--- config.mk ---
export PLATFORM = sky130hd
export DESIGN_NAME = rhm_host_access
export DESIGN_NICKNAME = d
export VERILOG_FILES = /design/src/inc/rhm_pkg.sv /design/src/design/rhm_host_access.sv /design/src/design/rhm_fifo.sv
export SDC_FILE = /design/constraint.sdc
export NUM_CORES = 2
export LEC_CHECK = 0
export BUFFER_PORTS_ARGS = -buffer_cell sky130_fd_sc_hd__buf_2
export CAP_MARGIN = 20
export CORE_UTILIZATION = 45
export CTS_CLUSTER_DIAMETER = 30
export DETAILED_ROUTE_END_ITERATION = 16
export SLEW_MARGIN = 10
export SYNTH_ARGS = -nofsm -noshare
export SYNTH_HDL_FRONTEND = slang
export SYNTH_HIERARCHICAL = 1
export SYNTH_MEMORY_MAX_BITS = 65536
export SYNTH_SLANG_ARGS = --single-unit
--- constraint.sdc ---
create_clock -name REF_CLK -period 17.2 [get_ports REF_CLK]
set_input_delay 0 -clock REF_CLK [delete_from_list [all_inputs] [get_ports REF_CLK]]
set_output_delay 0 -clock REF_CLK [all_outputs]
set_load 0.02 [all_outputs]
--- src/inc/rhm_pkg.sv ---
// Purpose: Shared constants and types for the radio host memory access block
// Assumes: 100 MHz core clock; UART 8N1, LSB first
// Notes:   Opcodes, retention bit positions and timing counts live here only
package rhm_pkg;
	// Core clock and UART rate
	localparam int CLK_HZ     = 100_000_000;
	localparam int UART_BAUD  = 115_200;
	localparam int BAUD_DIV   = CLK_HZ / UART_BAUD;
	// Sizes
	localparam int BYTE_W     = 8;
	localparam int REG_AW     = 8;
	localparam int BUF_DEPTH  = 256;
	localparam int FIFO_DEPTH = 16;
	localparam int UART_STOP  = 9;
	// Command opcodes
	localparam logic [7:0] OPC_REG_WR = 8'h18;
	localparam logic [7:0] OPC_REG_RD = 8'h19;
	localparam logic [7:0] OPC_BUF_WR = 8'h1a;
	localparam logic [7:0] OPC_BUF_RD = 8'h1b;
	localparam logic [7:0] OPC_SLEEP  = 8'h84;
	localparam logic [7:0] OPC_STORE  = 8'hd5; // Value is arbitrary
	// Retention byte fields
	localparam int RET_DATA_BIT  = 0;
	localparam int RET_BUF_BIT   = 1;
	localparam int RET_INSTR_BIT = 2;
	localparam logic [7:0] RET_RESET = 8'h00;
	// Synchroniser idle levels {cs_n, sck, mosi, rxd}
	localparam logic [3:0] SYNC_IDLE = 4'h9;
	// Command phases
	typedef enum logic [8:0] {
		P_OPC  = 9'h001,
		P_AH   = 9'h002,
		P_AL   = 9'h004,
		P_LEN  = 9'h008,
		P_DUM  = 9'h010,
		P_WR   = 9'h020,
		P_RD   = 9'h040,
		P_CFG  = 9'h080,
		P_SKIP = 9'h100
	} rhm_phase_e;
endpackage : rhm_pkg

--- src/design/rhm_host_access.sv ---
// Purpose: Host command decoder for register space, payload buffer and sleep
// Assumes: SPI mode 0 on pins sampled by REF_CLK; UART 8N1 LSB first
// Notes:   Mode commands other than sleep are handled elsewhere
`timescale 1ns/1ps
`default_nettype none
module rhm_host_access
	import rhm_pkg::*;
#(
	parameter int REG_AW     = rhm_pkg::REG_AW,
	parameter int BAUD_DIV   = rhm_pkg::BAUD_DIV,
	parameter int FIFO_DEPTH = rhm_pkg::FIFO_DEPTH
) (
	input  wire logic                        REF_CLK,
	input  wire logic                        RSTN,
	input  wire logic                        CHIP_SELECT_N,
	input  wire logic                        SPI_SCK,
	input  wire logic                        SPI_MOSI,
	output var  logic                        SPI_MISO,
	output var  logic                        SPI_MISO_OE,
	input  wire logic                        UART_RXD,
	output var  logic                        UART_TXD,
	input  wire logic [rhm_pkg::BYTE_W-1:0]  STATUS_BYTE,
	input  wire logic                        IN_STANDBY,
	input  wire logic                        WAKE_TIMER,
	output var  logic                        SLEEP_ON,
	output var  logic                        RETAIN_DATA_RAM,
	output var  logic                        RETAIN_BUFFER,
	output var  logic                        RETAIN_INSTR_RAM,
	output var  logic                        WAKE_STANDBY,
	output var  logic                        RESET_REQ,
	output var  logic                        WIPE_BUSY
);
	import rhm_pkg::*;

	// Opcode class decoders, used by decoder and memory path
	function automatic logic is_buf(input logic [7:0] opc);
		return (opc == OPC_BUF_WR) || (opc == OPC_BUF_RD);
	endfunction : is_buf

	function automatic logic [15:0] step(input logic [7:0] opc, input logic [15:0] a);
		return is_buf(opc) ? {8'h00, a[7:0] + 8'h01} : a + 16'h0001;
	endfunction : step

	// Pin synchronisers; second stage is the only reader of the first
	logic [3:0] meta_r, sync_r;
	logic       cs_d_r, sck_d_r;
	always_ff @(posedge REF_CLK or negedge RSTN) begin
		if (!RSTN) begin
			meta_r  <= SYNC_IDLE;
			sync_r  <= SYNC_IDLE;
			cs_d_r  <= 1'b1;
			sck_d_r <= 1'b0;
		end else begin
			meta_r  <= {CHIP_SELECT_N, SPI_SCK, SPI_MOSI, UART_RXD};
			sync_r  <= meta_r;
			cs_d_r  <= sync_r[3];
			sck_d_r <= sync_r[2];
		end
	end

	logic cs_s, mosi_s, rxd_s, cs_rise, cs_fall, sck_rise, sck_fall;
	assign cs_s     = sync_r[3];
	assign mosi_s   = sync_r[1];
	assign rxd_s    = sync_r[0];
	assign cs_rise  = ~cs_d_r & cs_s;
	assign cs_fall  = cs_d_r & ~cs_s;
	assign sck_rise = ~sck_d_r & sync_r[2] & ~cs_s;
	assign sck_fall = sck_d_r & ~sync_r[2] & ~cs_s;

	// SPI shifter: sample on rise, drive on fall, never stalls the host
	logic [7:0] srx_r, srx_nxt, stx_r, stx_nxt, ntx_r, spi_byte;
	logic [2:0] bcnt_r, bcnt_nxt;
	logic       spi_byte_v;
	always_comb begin
		srx_nxt    = srx_r;
		stx_nxt    = stx_r;
		bcnt_nxt   = bcnt_r;
		spi_byte_v = 1'b0;
		spi_byte   = {srx_r[6:0], mosi_s};
		if (cs_s) begin
			bcnt_nxt = 3'h0;
		end
		if (cs_fall) begin
			stx_nxt = STATUS_BYTE;
		end else if (sck_rise) begin
			srx_nxt    = spi_byte;
			bcnt_nxt   = bcnt_r + 3'h1;
			spi_byte_v = (bcnt_r == 3'h7);
		end else if (sck_fall) begin
			stx_nxt = (bcnt_r == 3'h0) ? ntx_r : {stx_r[6:0], 1'b0};
		end
	end

	always_ff @(posedge REF_CLK or negedge RSTN) begin
		if (!RSTN) begin
			srx_r       <= 8'h00;
			stx_r       <= 8'h00;
			bcnt_r      <= 3'h0;
			SPI_MISO    <= 1'b0;
			SPI_MISO_OE <= 1'b0;
		end else begin
			srx_r       <= srx_nxt;
			stx_r       <= stx_nxt;
			bcnt_r      <= bcnt_nxt;
			SPI_MISO    <= stx_nxt[7];
			SPI_MISO_OE <= ~cs_s;
		end
	end

	// UART receiver and transmitter, one bit period per divider wrap
	logic [15:0] urc_r, urc_nxt, utc_r, utc_nxt;
	logic [3:0]  urb_r, urb_nxt, utb_r, utb_nxt;
	logic [7:0]  urs_r, urs_nxt;
	logic [9:0]  uts_r, uts_nxt;
	logic        ura_r, ura_nxt, uta_r, uta_nxt, uart_byte_v;
	logic        f_in_valid, f_in_ready, f_out_valid;
	logic [7:0]  f_out_data, rd_data;
	always_comb begin
		urc_nxt     = urc_r;
		urb_nxt     = urb_r;
		urs_nxt     = urs_r;
		ura_nxt     = ura_r;
		uart_byte_v = 1'b0;
		if (!ura_r) begin
			if (!rxd_s) begin
				ura_nxt = 1'b1;
				urc_nxt = 16'(BAUD_DIV / 2);
				urb_nxt = 4'h0;
			end
		end else if (urc_r == 16'h0000) begin
			urc_nxt = 16'(BAUD_DIV - 1);
			urb_nxt = urb_r + 4'h1;
			if (urb_r == 4'h0) begin
				ura_nxt = ~rxd_s; // Glitch, not a start bit
			end else if (urb_r == 4'(UART_STOP)) begin
				ura_nxt     = 1'b0;
				uart_byte_v = rxd_s;
			end else begin
				urs_nxt = {rxd_s, urs_r[7:1]};
			end
		end else begin
			urc_nxt = urc_r - 16'h0001;
		end
		utc_nxt = utc_r;
		utb_nxt = utb_r;
		uts_nxt = uts_r;
		uta_nxt = uta_r;
		if (!uta_r) begin
			if (f_out_valid) begin
				uta_nxt = 1'b1;
				uts_nxt = {1'b1, f_out_data, 1'b0};
				utc_nxt = 16'(BAUD_DIV - 1);
				utb_nxt = 4'h0;
			end
		end else if (utc_r == 16'h0000) begin
			uts_nxt = {1'b1, uts_r[9:1]};
			utc_nxt = 16'(BAUD_DIV - 1);
			utb_nxt = utb_r + 4'h1;
			uta_nxt = (utb_r != 4'(UART_STOP));
		end else begin
			utc_nxt = utc_r - 16'h0001;
		end
	end

	always_ff @(posedge REF_CLK or negedge RSTN) begin
		if (!RSTN) begin
			urc_r    <= 16'h0000;
			urb_r    <= 4'h0;
			urs_r    <= 8'h00;
			ura_r    <= 1'b0;
			utc_r    <= 16'h0000;
			utb_r    <= 4'h0;
			uts_r    <= 10'h3ff;
			uta_r    <= 1'b0;
			UART_TXD <= 1'b1;
		end else begin
			urc_r    <= urc_nxt;
			urb_r    <= urb_nxt;
			urs_r    <= urs_nxt;
			ura_r    <= ura_nxt;
			utc_r    <= utc_nxt;
			utb_r    <= utb_nxt;
			uts_r    <= uts_nxt;
			uta_r    <= uta_nxt;
			UART_TXD <= uta_nxt ? uts_nxt[0] : 1'b1;
		end
	end

	// Read bytes queue here so a slow UART stalls only the decoder
	rhm_fifo #(.WIDTH(BYTE_W), .DEPTH(FIFO_DEPTH)) u_txq (
		.clk       (REF_CLK),
		.rst_n     (RSTN),
		.in_valid  (f_in_valid),
		.in_ready  (f_in_ready),
		.in_data   (rd_data),
		.out_valid (f_out_valid),
		.out_ready (~uta_r),
		.out_data  (f_out_data)
	);

	// Register space and 256-byte circular payload buffer
	logic [7:0]  reg_mem [2**REG_AW];
	logic [7:0]  buf_mem [BUF_DEPTH];
	logic        reg_we, buf_we;
	logic [15:0] w_addr;
	logic [7:0]  w_data;

	// Command decoder state
	rhm_phase_e  ph_r, ph_nxt;
	logic [7:0]  opc_r, opc_nxt, len_r, len_nxt, cfg_r, cfg_nxt, ntx_nxt, swc_r, swc_nxt, b;
	logic [15:0] addr_r, addr_nxt;
	logic        uart_r, uart_nxt, pend_r, pend_nxt, saved_r, saved_nxt;
	logic        sleep_r, sleep_nxt, swp_r, swp_nxt, wake_nxt, rreq_nxt, byte_v;

	assign rd_data = is_buf(opc_r) ? buf_mem[addr_r[7:0]] : reg_mem[addr_r[REG_AW-1:0]];
	assign byte_v  = (spi_byte_v | (uart_byte_v & cs_s)) & ~sleep_r & ~swp_r;
	assign b       = spi_byte_v ? spi_byte : urs_r;

	// Next-state of the decoder, sleep and wipe sweep
	always_comb begin
		ph_nxt = ph_r; opc_nxt = opc_r; len_nxt = len_r; cfg_nxt = cfg_r;
		addr_nxt = addr_r; uart_nxt = uart_r; pend_nxt = pend_r; saved_nxt = saved_r;
		sleep_nxt = sleep_r; swp_nxt = swp_r; swc_nxt = swc_r; ntx_nxt = ntx_r;
		wake_nxt = 1'b0; rreq_nxt = 1'b0; f_in_valid = 1'b0;
		reg_we = 1'b0; buf_we = 1'b0; w_addr = addr_r; w_data = b;
		if (swp_r) begin
			// Flush what was not retained; registers kept only if saved
			reg_we  = ~(cfg_r[RET_DATA_BIT] & saved_r);
			buf_we  = ~cfg_r[RET_BUF_BIT];
			w_addr  = {8'h00, swc_r};
			w_data  = 8'h00;
			swc_nxt = swc_r + 8'h01;
			if (swc_r == 8'hff) begin
				swp_nxt  = 1'b0;
				wake_nxt = 1'b1;
			end
		end else if (sleep_r) begin
			if (cs_rise | WAKE_TIMER) begin
				sleep_nxt = 1'b0;
				swp_nxt   = 1'b1;
				swc_nxt   = 8'h00;
				rreq_nxt  = ~cfg_r[RET_INSTR_BIT];
			end
		end else if (cs_rise) begin
			ph_nxt   = P_OPC;
			pend_nxt = 1'b0;
			sleep_nxt = pend_r & IN_STANDBY;
		end else if (ph_r == P_RD && uart_r) begin
			f_in_valid = 1'b1;
			if (f_in_ready) begin
				addr_nxt = step(opc_r, addr_r);
				len_nxt  = len_r - 8'h01;
				ph_nxt   = (len_r == 8'h01) ? P_OPC : P_RD;
			end
		end else if (byte_v) begin
			ntx_nxt = STATUS_BYTE;
			unique case (ph_r)
				P_OPC: begin
					opc_nxt  = b;
					uart_nxt = ~spi_byte_v;
					addr_nxt = 16'h0000;
					if (b == OPC_REG_WR || b == OPC_REG_RD) begin
						ph_nxt = P_AH;
					end else if (b == OPC_BUF_WR || b == OPC_BUF_RD) begin
						ph_nxt = P_AL;
					end else if (b == OPC_SLEEP) begin
						ph_nxt = P_CFG;
					end else begin
						saved_nxt = saved_r | (b == OPC_STORE);
						ph_nxt    = spi_byte_v ? P_SKIP : P_OPC;
					end
				end
				P_AH: begin
					addr_nxt = {b, 8'h00};
					ph_nxt   = P_AL;
				end
				P_AL: begin
					addr_nxt = {addr_r[15:8], b};
					if (uart_r) begin
						ph_nxt = P_LEN;
					end else begin
						ph_nxt = (opc_r == OPC_REG_WR || opc_r == OPC_BUF_WR) ? P_WR : P_DUM;
					end
				end
				P_LEN: begin
					len_nxt = b;
					if (b == 8'h00) begin
						ph_nxt = P_OPC;
					end else begin
						ph_nxt = (opc_r == OPC_REG_WR || opc_r == OPC_BUF_WR) ? P_WR : P_RD;
					end
				end
				P_DUM, P_RD: begin
					ntx_nxt  = rd_data;
					addr_nxt = step(opc_r, addr_r);
					ph_nxt   = P_RD;
				end
				P_WR: begin
					reg_we   = ~is_buf(opc_r);
					buf_we   = is_buf(opc_r);
					addr_nxt = step(opc_r, addr_r);
					len_nxt  = len_r - 8'h01;
					if (uart_r && len_r == 8'h01) begin
						ph_nxt = P_OPC;
					end
				end
				P_CFG: begin
					cfg_nxt = b;
					pend_nxt = ~uart_r;
					sleep_nxt = uart_r & IN_STANDBY;
					ph_nxt = uart_r ? P_OPC : P_SKIP;
				end
				P_SKIP: begin
					ph_nxt = P_SKIP;
				end
			endcase
		end
	end

	always_ff @(posedge REF_CLK or negedge RSTN) begin
		if (!RSTN) begin
			ph_r <= P_OPC; opc_r <= 8'h00; len_r <= 8'h00; cfg_r <= RET_RESET;
			addr_r <= 16'h0000; uart_r <= 1'b0; pend_r <= 1'b0; saved_r <= 1'b0;
			sleep_r <= 1'b0; swp_r <= 1'b0; swc_r <= 8'h00; ntx_r <= 8'h00;
			SLEEP_ON <= 1'b0; RETAIN_DATA_RAM <= 1'b0; RETAIN_BUFFER <= 1'b0;
			RETAIN_INSTR_RAM <= 1'b0; WAKE_STANDBY <= 1'b0; RESET_REQ <= 1'b0;
			WIPE_BUSY <= 1'b0;
		end else begin
			ph_r <= ph_nxt; opc_r <= opc_nxt; len_r <= len_nxt; cfg_r <= cfg_nxt;
			addr_r <= addr_nxt; uart_r <= uart_nxt; pend_r <= pend_nxt; saved_r <= saved_nxt;
			sleep_r <= sleep_nxt; swp_r <= swp_nxt; swc_r <= swc_nxt; ntx_r <= ntx_nxt;
			SLEEP_ON <= sleep_nxt;
			RETAIN_DATA_RAM <= sleep_nxt & cfg_nxt[RET_DATA_BIT];
			RETAIN_BUFFER <= sleep_nxt & cfg_nxt[RET_BUF_BIT];
			RETAIN_INSTR_RAM <= sleep_nxt & cfg_nxt[RET_INSTR_BIT];
			WAKE_STANDBY <= wake_nxt;
			RESET_REQ <= rreq_nxt;
			WIPE_BUSY <= swp_nxt;
		end
	end

	// Memory write ports; no reset, contents are software data
	always_ff @(posedge REF_CLK) begin
		if (reg_we) begin
			reg_mem[w_addr[REG_AW-1:0]] <= w_data;
		end
		if (buf_we) begin
			buf_mem[w_addr[7:0]] <= w_data;
		end
	end
endmodule : rhm_host_access
`default_nettype wire

--- src/design/rhm_fifo.sv ---
// Purpose: Byte FIFO between the read path and the UART transmitter
// Assumes: Single clock, valid/ready on both sides
// Notes:   DEPTH must be a power of two
`timescale 1ns/1ps
`default_nettype none
module rhm_fifo #(
	parameter int WIDTH = 8,
	parameter int DEPTH = 16
) (
	input  wire logic             clk,
	input  wire logic             rst_n,
	input  wire logic             in_valid,
	output logic                  in_ready,
	input  wire logic [WIDTH-1:0] in_data,
	output logic                  out_valid,
	input  wire logic             out_ready,
	output logic      [WIDTH-1:0] out_data
);
	localparam int AW = $clog2(DEPTH);

	logic [WIDTH-1:0] mem [DEPTH];
	logic [AW:0]      wp_r, wp_nxt, rp_r, rp_nxt;
	logic             push, pop;

	// Extra pointer bit tells full from empty
	always_comb begin
		in_ready  = (wp_r - rp_r) != (AW+1)'(DEPTH);
		out_valid = wp_r != rp_r;
		out_data  = mem[rp_r[AW-1:0]];
		push      = in_valid & in_ready;
		pop       = out_valid & out_ready;
		wp_nxt    = push ? wp_r + 1'b1 : wp_r;
		rp_nxt    = pop ? rp_r + 1'b1 : rp_r;
	end

	always_ff @(posedge clk or negedge rst_n) begin
		if (!rst_n) begin
			wp_r <= '0;
			rp_r <= '0;
		end else begin
			wp_r <= wp_nxt;
			rp_r <= rp_nxt;
		end
	end

	// Storage has no reset; only pointers matter
	always_ff @(posedge clk) begin
		if (push) begin
			mem[wp_r[AW-1:0]] <= in_data;
		end
	end
endmodule : rhm_fifo
`default_nettype wire

==> results by group <==
Run status
  • Status: finished clean

Floorplanning
  • I/O pin count: 26
  • Die Width: 618.0 µm
  • Die height: 618.0 µm
  • Row count: 225
  • Die ar.: 382000 µm²
  • Core footprint: 376700 µm²
  • Starting Density: 0.4534

Global route
  • Grt ovf: 0
  • Largest net degree at the start of global routing: 229
  • Antenna violations before repair: 23
  • GRT Total Usage: 0.2352
  • First-pass GRT wire length: 652.0 mm
  • Vias in the first global route: 91224

STA
  • Fin crit share: 0.4161
  • Fin Setup TNS: 0 ns
  • Worst-Margin Slew: 1.316 ns
  • Smallest hold slack: 0.07927 ns
  • Period minus WS final: 7.157 ns
  • Final setup viols: 0
  • FMAX: 0.1397 GHz
  • Max-slew violations: 0
  • Skew final: 0.07854 ns
  • RSZ-0062 raised after global routing: false
  • Number of hold violations in the final report: 0
  • Fin worst setup slack: 10.04 ns
  • Relative slew slack: 0.1224

Clock tree
  • CTS root buf: clkbuf_16
  • CTS tree: done
  • Maximum root-to-sink buffer count: 4
  • CTS clk-pin slew, worst paths: 0.05 ns
  • Worst-Skew Late Latency: 1.09 ns
  • Clk sinks: 4386
  • H-tree lvl count: 6
  • Number of buffers created by CTS: 814

Synth
  • Post-synth cell types: 87
  • Top FF cell, synth: edfxtp_1
  • Post-synth EDFFs: 4224
  • Syn_area_per_cell: 19.78 µm²
  • Synth warn: 6
  • Post-Syn Area: 170800 µm²
  • Async set-reset flop share out of synthesis: 0.03694
  • Cells after Synth: 8635
  • Seq cells post-synth: 4386
  • Post-synth net total: 8676
  • Register area share after synthesis: 0.7666

Pwr
  • Register share of total power: 0.417
  • Net Sw Power: 5.631 mW
  • Power share of the clock group: 0.582
  • Logic pwr share: 0.001
  • Leakage: 61.66 nW
  • Switch share: 0.2027
  • Power Dens Cells: 134.7 nW/µm²
  • Max IR drop VDD: 0.09459 mV
  • P_int: 22.15 mW

Setup path
  • Setup CP Type: reg2reg
  • Max FO, Critical Path: 50
  • Most used cell, CP: buf_4
  • Worst path required time: 17.96 ns
  • CP Capture Type: register
  • Slowest-stage cell, CP: nor3_1
  • Critical Path Start Type: register
  • CP peak stage delay: 0.92 ns
  • Data arrival, critical path: 7.92 ns
  • Cell Chain, Critical Path: buf_4 > buf_4 > buf_4 > buf_4 > mux4_2 > o22ai_1 > nor4_1 > nor2_1 > nor3_1 > o211a_1

Final layout
  • Area grow syn2layout: 20.77%
  • Finished Cell Area: 206200 µm²
  • NumNets Final: 9277
  • Commonest non-fill, non-tap cell in the layout: edfxtp_1
  • Share of layout cells above drive strength 1: 0.2692
  • Most frequent cells in the layout: edfxtp_1 (4224), mux4_2 (894), clkbuf_16 (817)

Route
  • Post-route ant nets: 0
  • Initial drt markers: 10312
  • Via density: 6.017
  • Avg WL per Cell: 30.35 µm
  • Via count: 89944
  • DRT Pass-1 Iters: 6
  • WL final: 453.6 mm
  • DRC Markers: 0

Placed design
  • I/O Buffers: 25
  • Placed standard-cell area: 177400 µm²
  • Gpl congestion: 0.8251
  • Hpwl dp: 262.4 mm
  • Dpl ws: 10.21 ns

Run
  • Maximum capacitance violations: 0

Hold path
  • Class of the worst hold path: in2reg
[power groups by stage]
stage / Combinational [mW] / Sequential (mW) / Clock [mW]
CTS: 0.0342 / 11.6 / 16.3
finish: 0.0341 / 11.6 / 16.2
detailed placement: 0.0276 / 11.8 / 0
global route: 0.0386 / 11.6 / 16.8
global placement: 0.0265 / 11.8 / 0
floorplan: 0.0127 / 11.8 / 0
[flip-flops by register name (all words and copies together) (netlist names), 7 cells and up]
register	flops
buf_mem	2048
reg_mem	2048
u_txq/mem	128
urc_r	16
utc_r	16
uts_r	10
ph_r	9
addr_r	8
len_r	8
ntx_r	8
opc_r	8
stx_r	8
swc_r	8
urs_r	8
srx_r	7
[logic make-up after synthesis]
group,Yosys count,share of synthesized area
AOI/OAI and AO/OA,964,0.03822
xor gates and xnor gates,24,0.001341
adders and majority gates,25,0.001832
buffers and inverters,548,0.01347
DFF,4386,0.7666
muxes,1301,0.1421
and+or+nand+nor,1387,0.03639
[critical path, delay by kind of cell (launching register included)]
family / cells / cell delay, ns
multiplexers: 1 / 0.35
flip-flops: 1 / 0.83
AO/OA/AOI/OAI: 2 / 0.96
buffers and inverters: 4 / 2.50
AND/OR/NAND/NOR: 3 / 2.04
[worst paths after layout]
path                       slack, ns  depth (start not counted)                    endpoint             startpoint
setup reg to reg               10.04                         10  u_txq/mem[11][3]$_DFFE_PP_  addr_r[1]$_DFFE_PN0P_
setup / recovery               10.04                         10  u_txq/mem[11][3]$_DFFE_PP_  addr_r[1]$_DFFE_PN0P_
max in group asynchronous      16.18                          4        utc_r[5]$_DFFE_PN0P_                   RSTN
min in group asynchronous       0.14                          3         ph_r[0]$_DFFE_PN1P_                   RSTN
hold reg to reg                 0.36                          0         sync_r[0]$_DFF_PN1_    meta_r[0]$_DFF_PN1_
hold / removal                  0.08                          6        ntx_r[5]$_DFFE_PN0P_         STATUS_BYTE[5]
[per-stage QoR]
| step | power (mW) | cells | utilization |
|---|---|---|---|
| 6_report | 27.78 | 14948 | 0.5475 |
| 5_1_grt | 28.42 | 14943 | 0.5475 |
| 4_1_cts | 27.92 | 14932 | 0.5471 |
| 3_5_place_dp | 11.80 | 13373 | 0.4708 |
| 3_3_place_gp | 11.79 | 13361 | 0.4706 |
| 2_1_floorplan | 11.78 | 8635 | - |
[what timing repair did]
item                                   CTS  global route
endpoints found under the hold margin  162             0
hold buffers                            31             0
gates resized for setup                  0             0
setup buffers                            0             0
[final cells by class]
class	instances	area, µm²
antenna	6	15.01
clock buffer	902	20810
clock inverter	626	7595
fill	28267	170400
inverter	46	175.2
multi-input combinational	3701	37990
sequential	4386	130900
tap	4994	6248
timing repair buffer	287	2474
[routing by layer]
layer	GRT usage	vias up	share of wire
met5	0	-	0.00012
met4	0.08569	8	0.036
met3	0.04542	833	0.082
met2	0.3781	4175	0.48
met1	0.3211	47689	0.40
li1	-	37239	-
[cells in the mapped netlist (all sizes together), types with 25 or more instances]
cell | count | share of area
edfxtp | 4224 | 0.74
mux4 | 894 | 0.12
nor2 | 640 | 0.014
nand2 | 381 | 0.0084
mux2i | 360 | 0.021
o22ai | 340 | 0.012
clkbuf | 281 | 0.0062
buf | 221 | 0.0063
dfrtp | 145 | 0.021
o21ai | 133 | 0.0039
nand3 | 105 | 0.0038
a211oi | 101 | 0.0044
a22oi | 96 | 0.0042
a21oi | 85 | 0.0026
nor3 | 57 | 0.0017
mux2 | 47 | 0.0031
nor4 | 47 | 0.0017
inv | 43 | 0.00095
nand4 | 28 | 0.0010
ha | 25 | 0.0018
No activity file was read; power rests on OpenSTA's default activity.
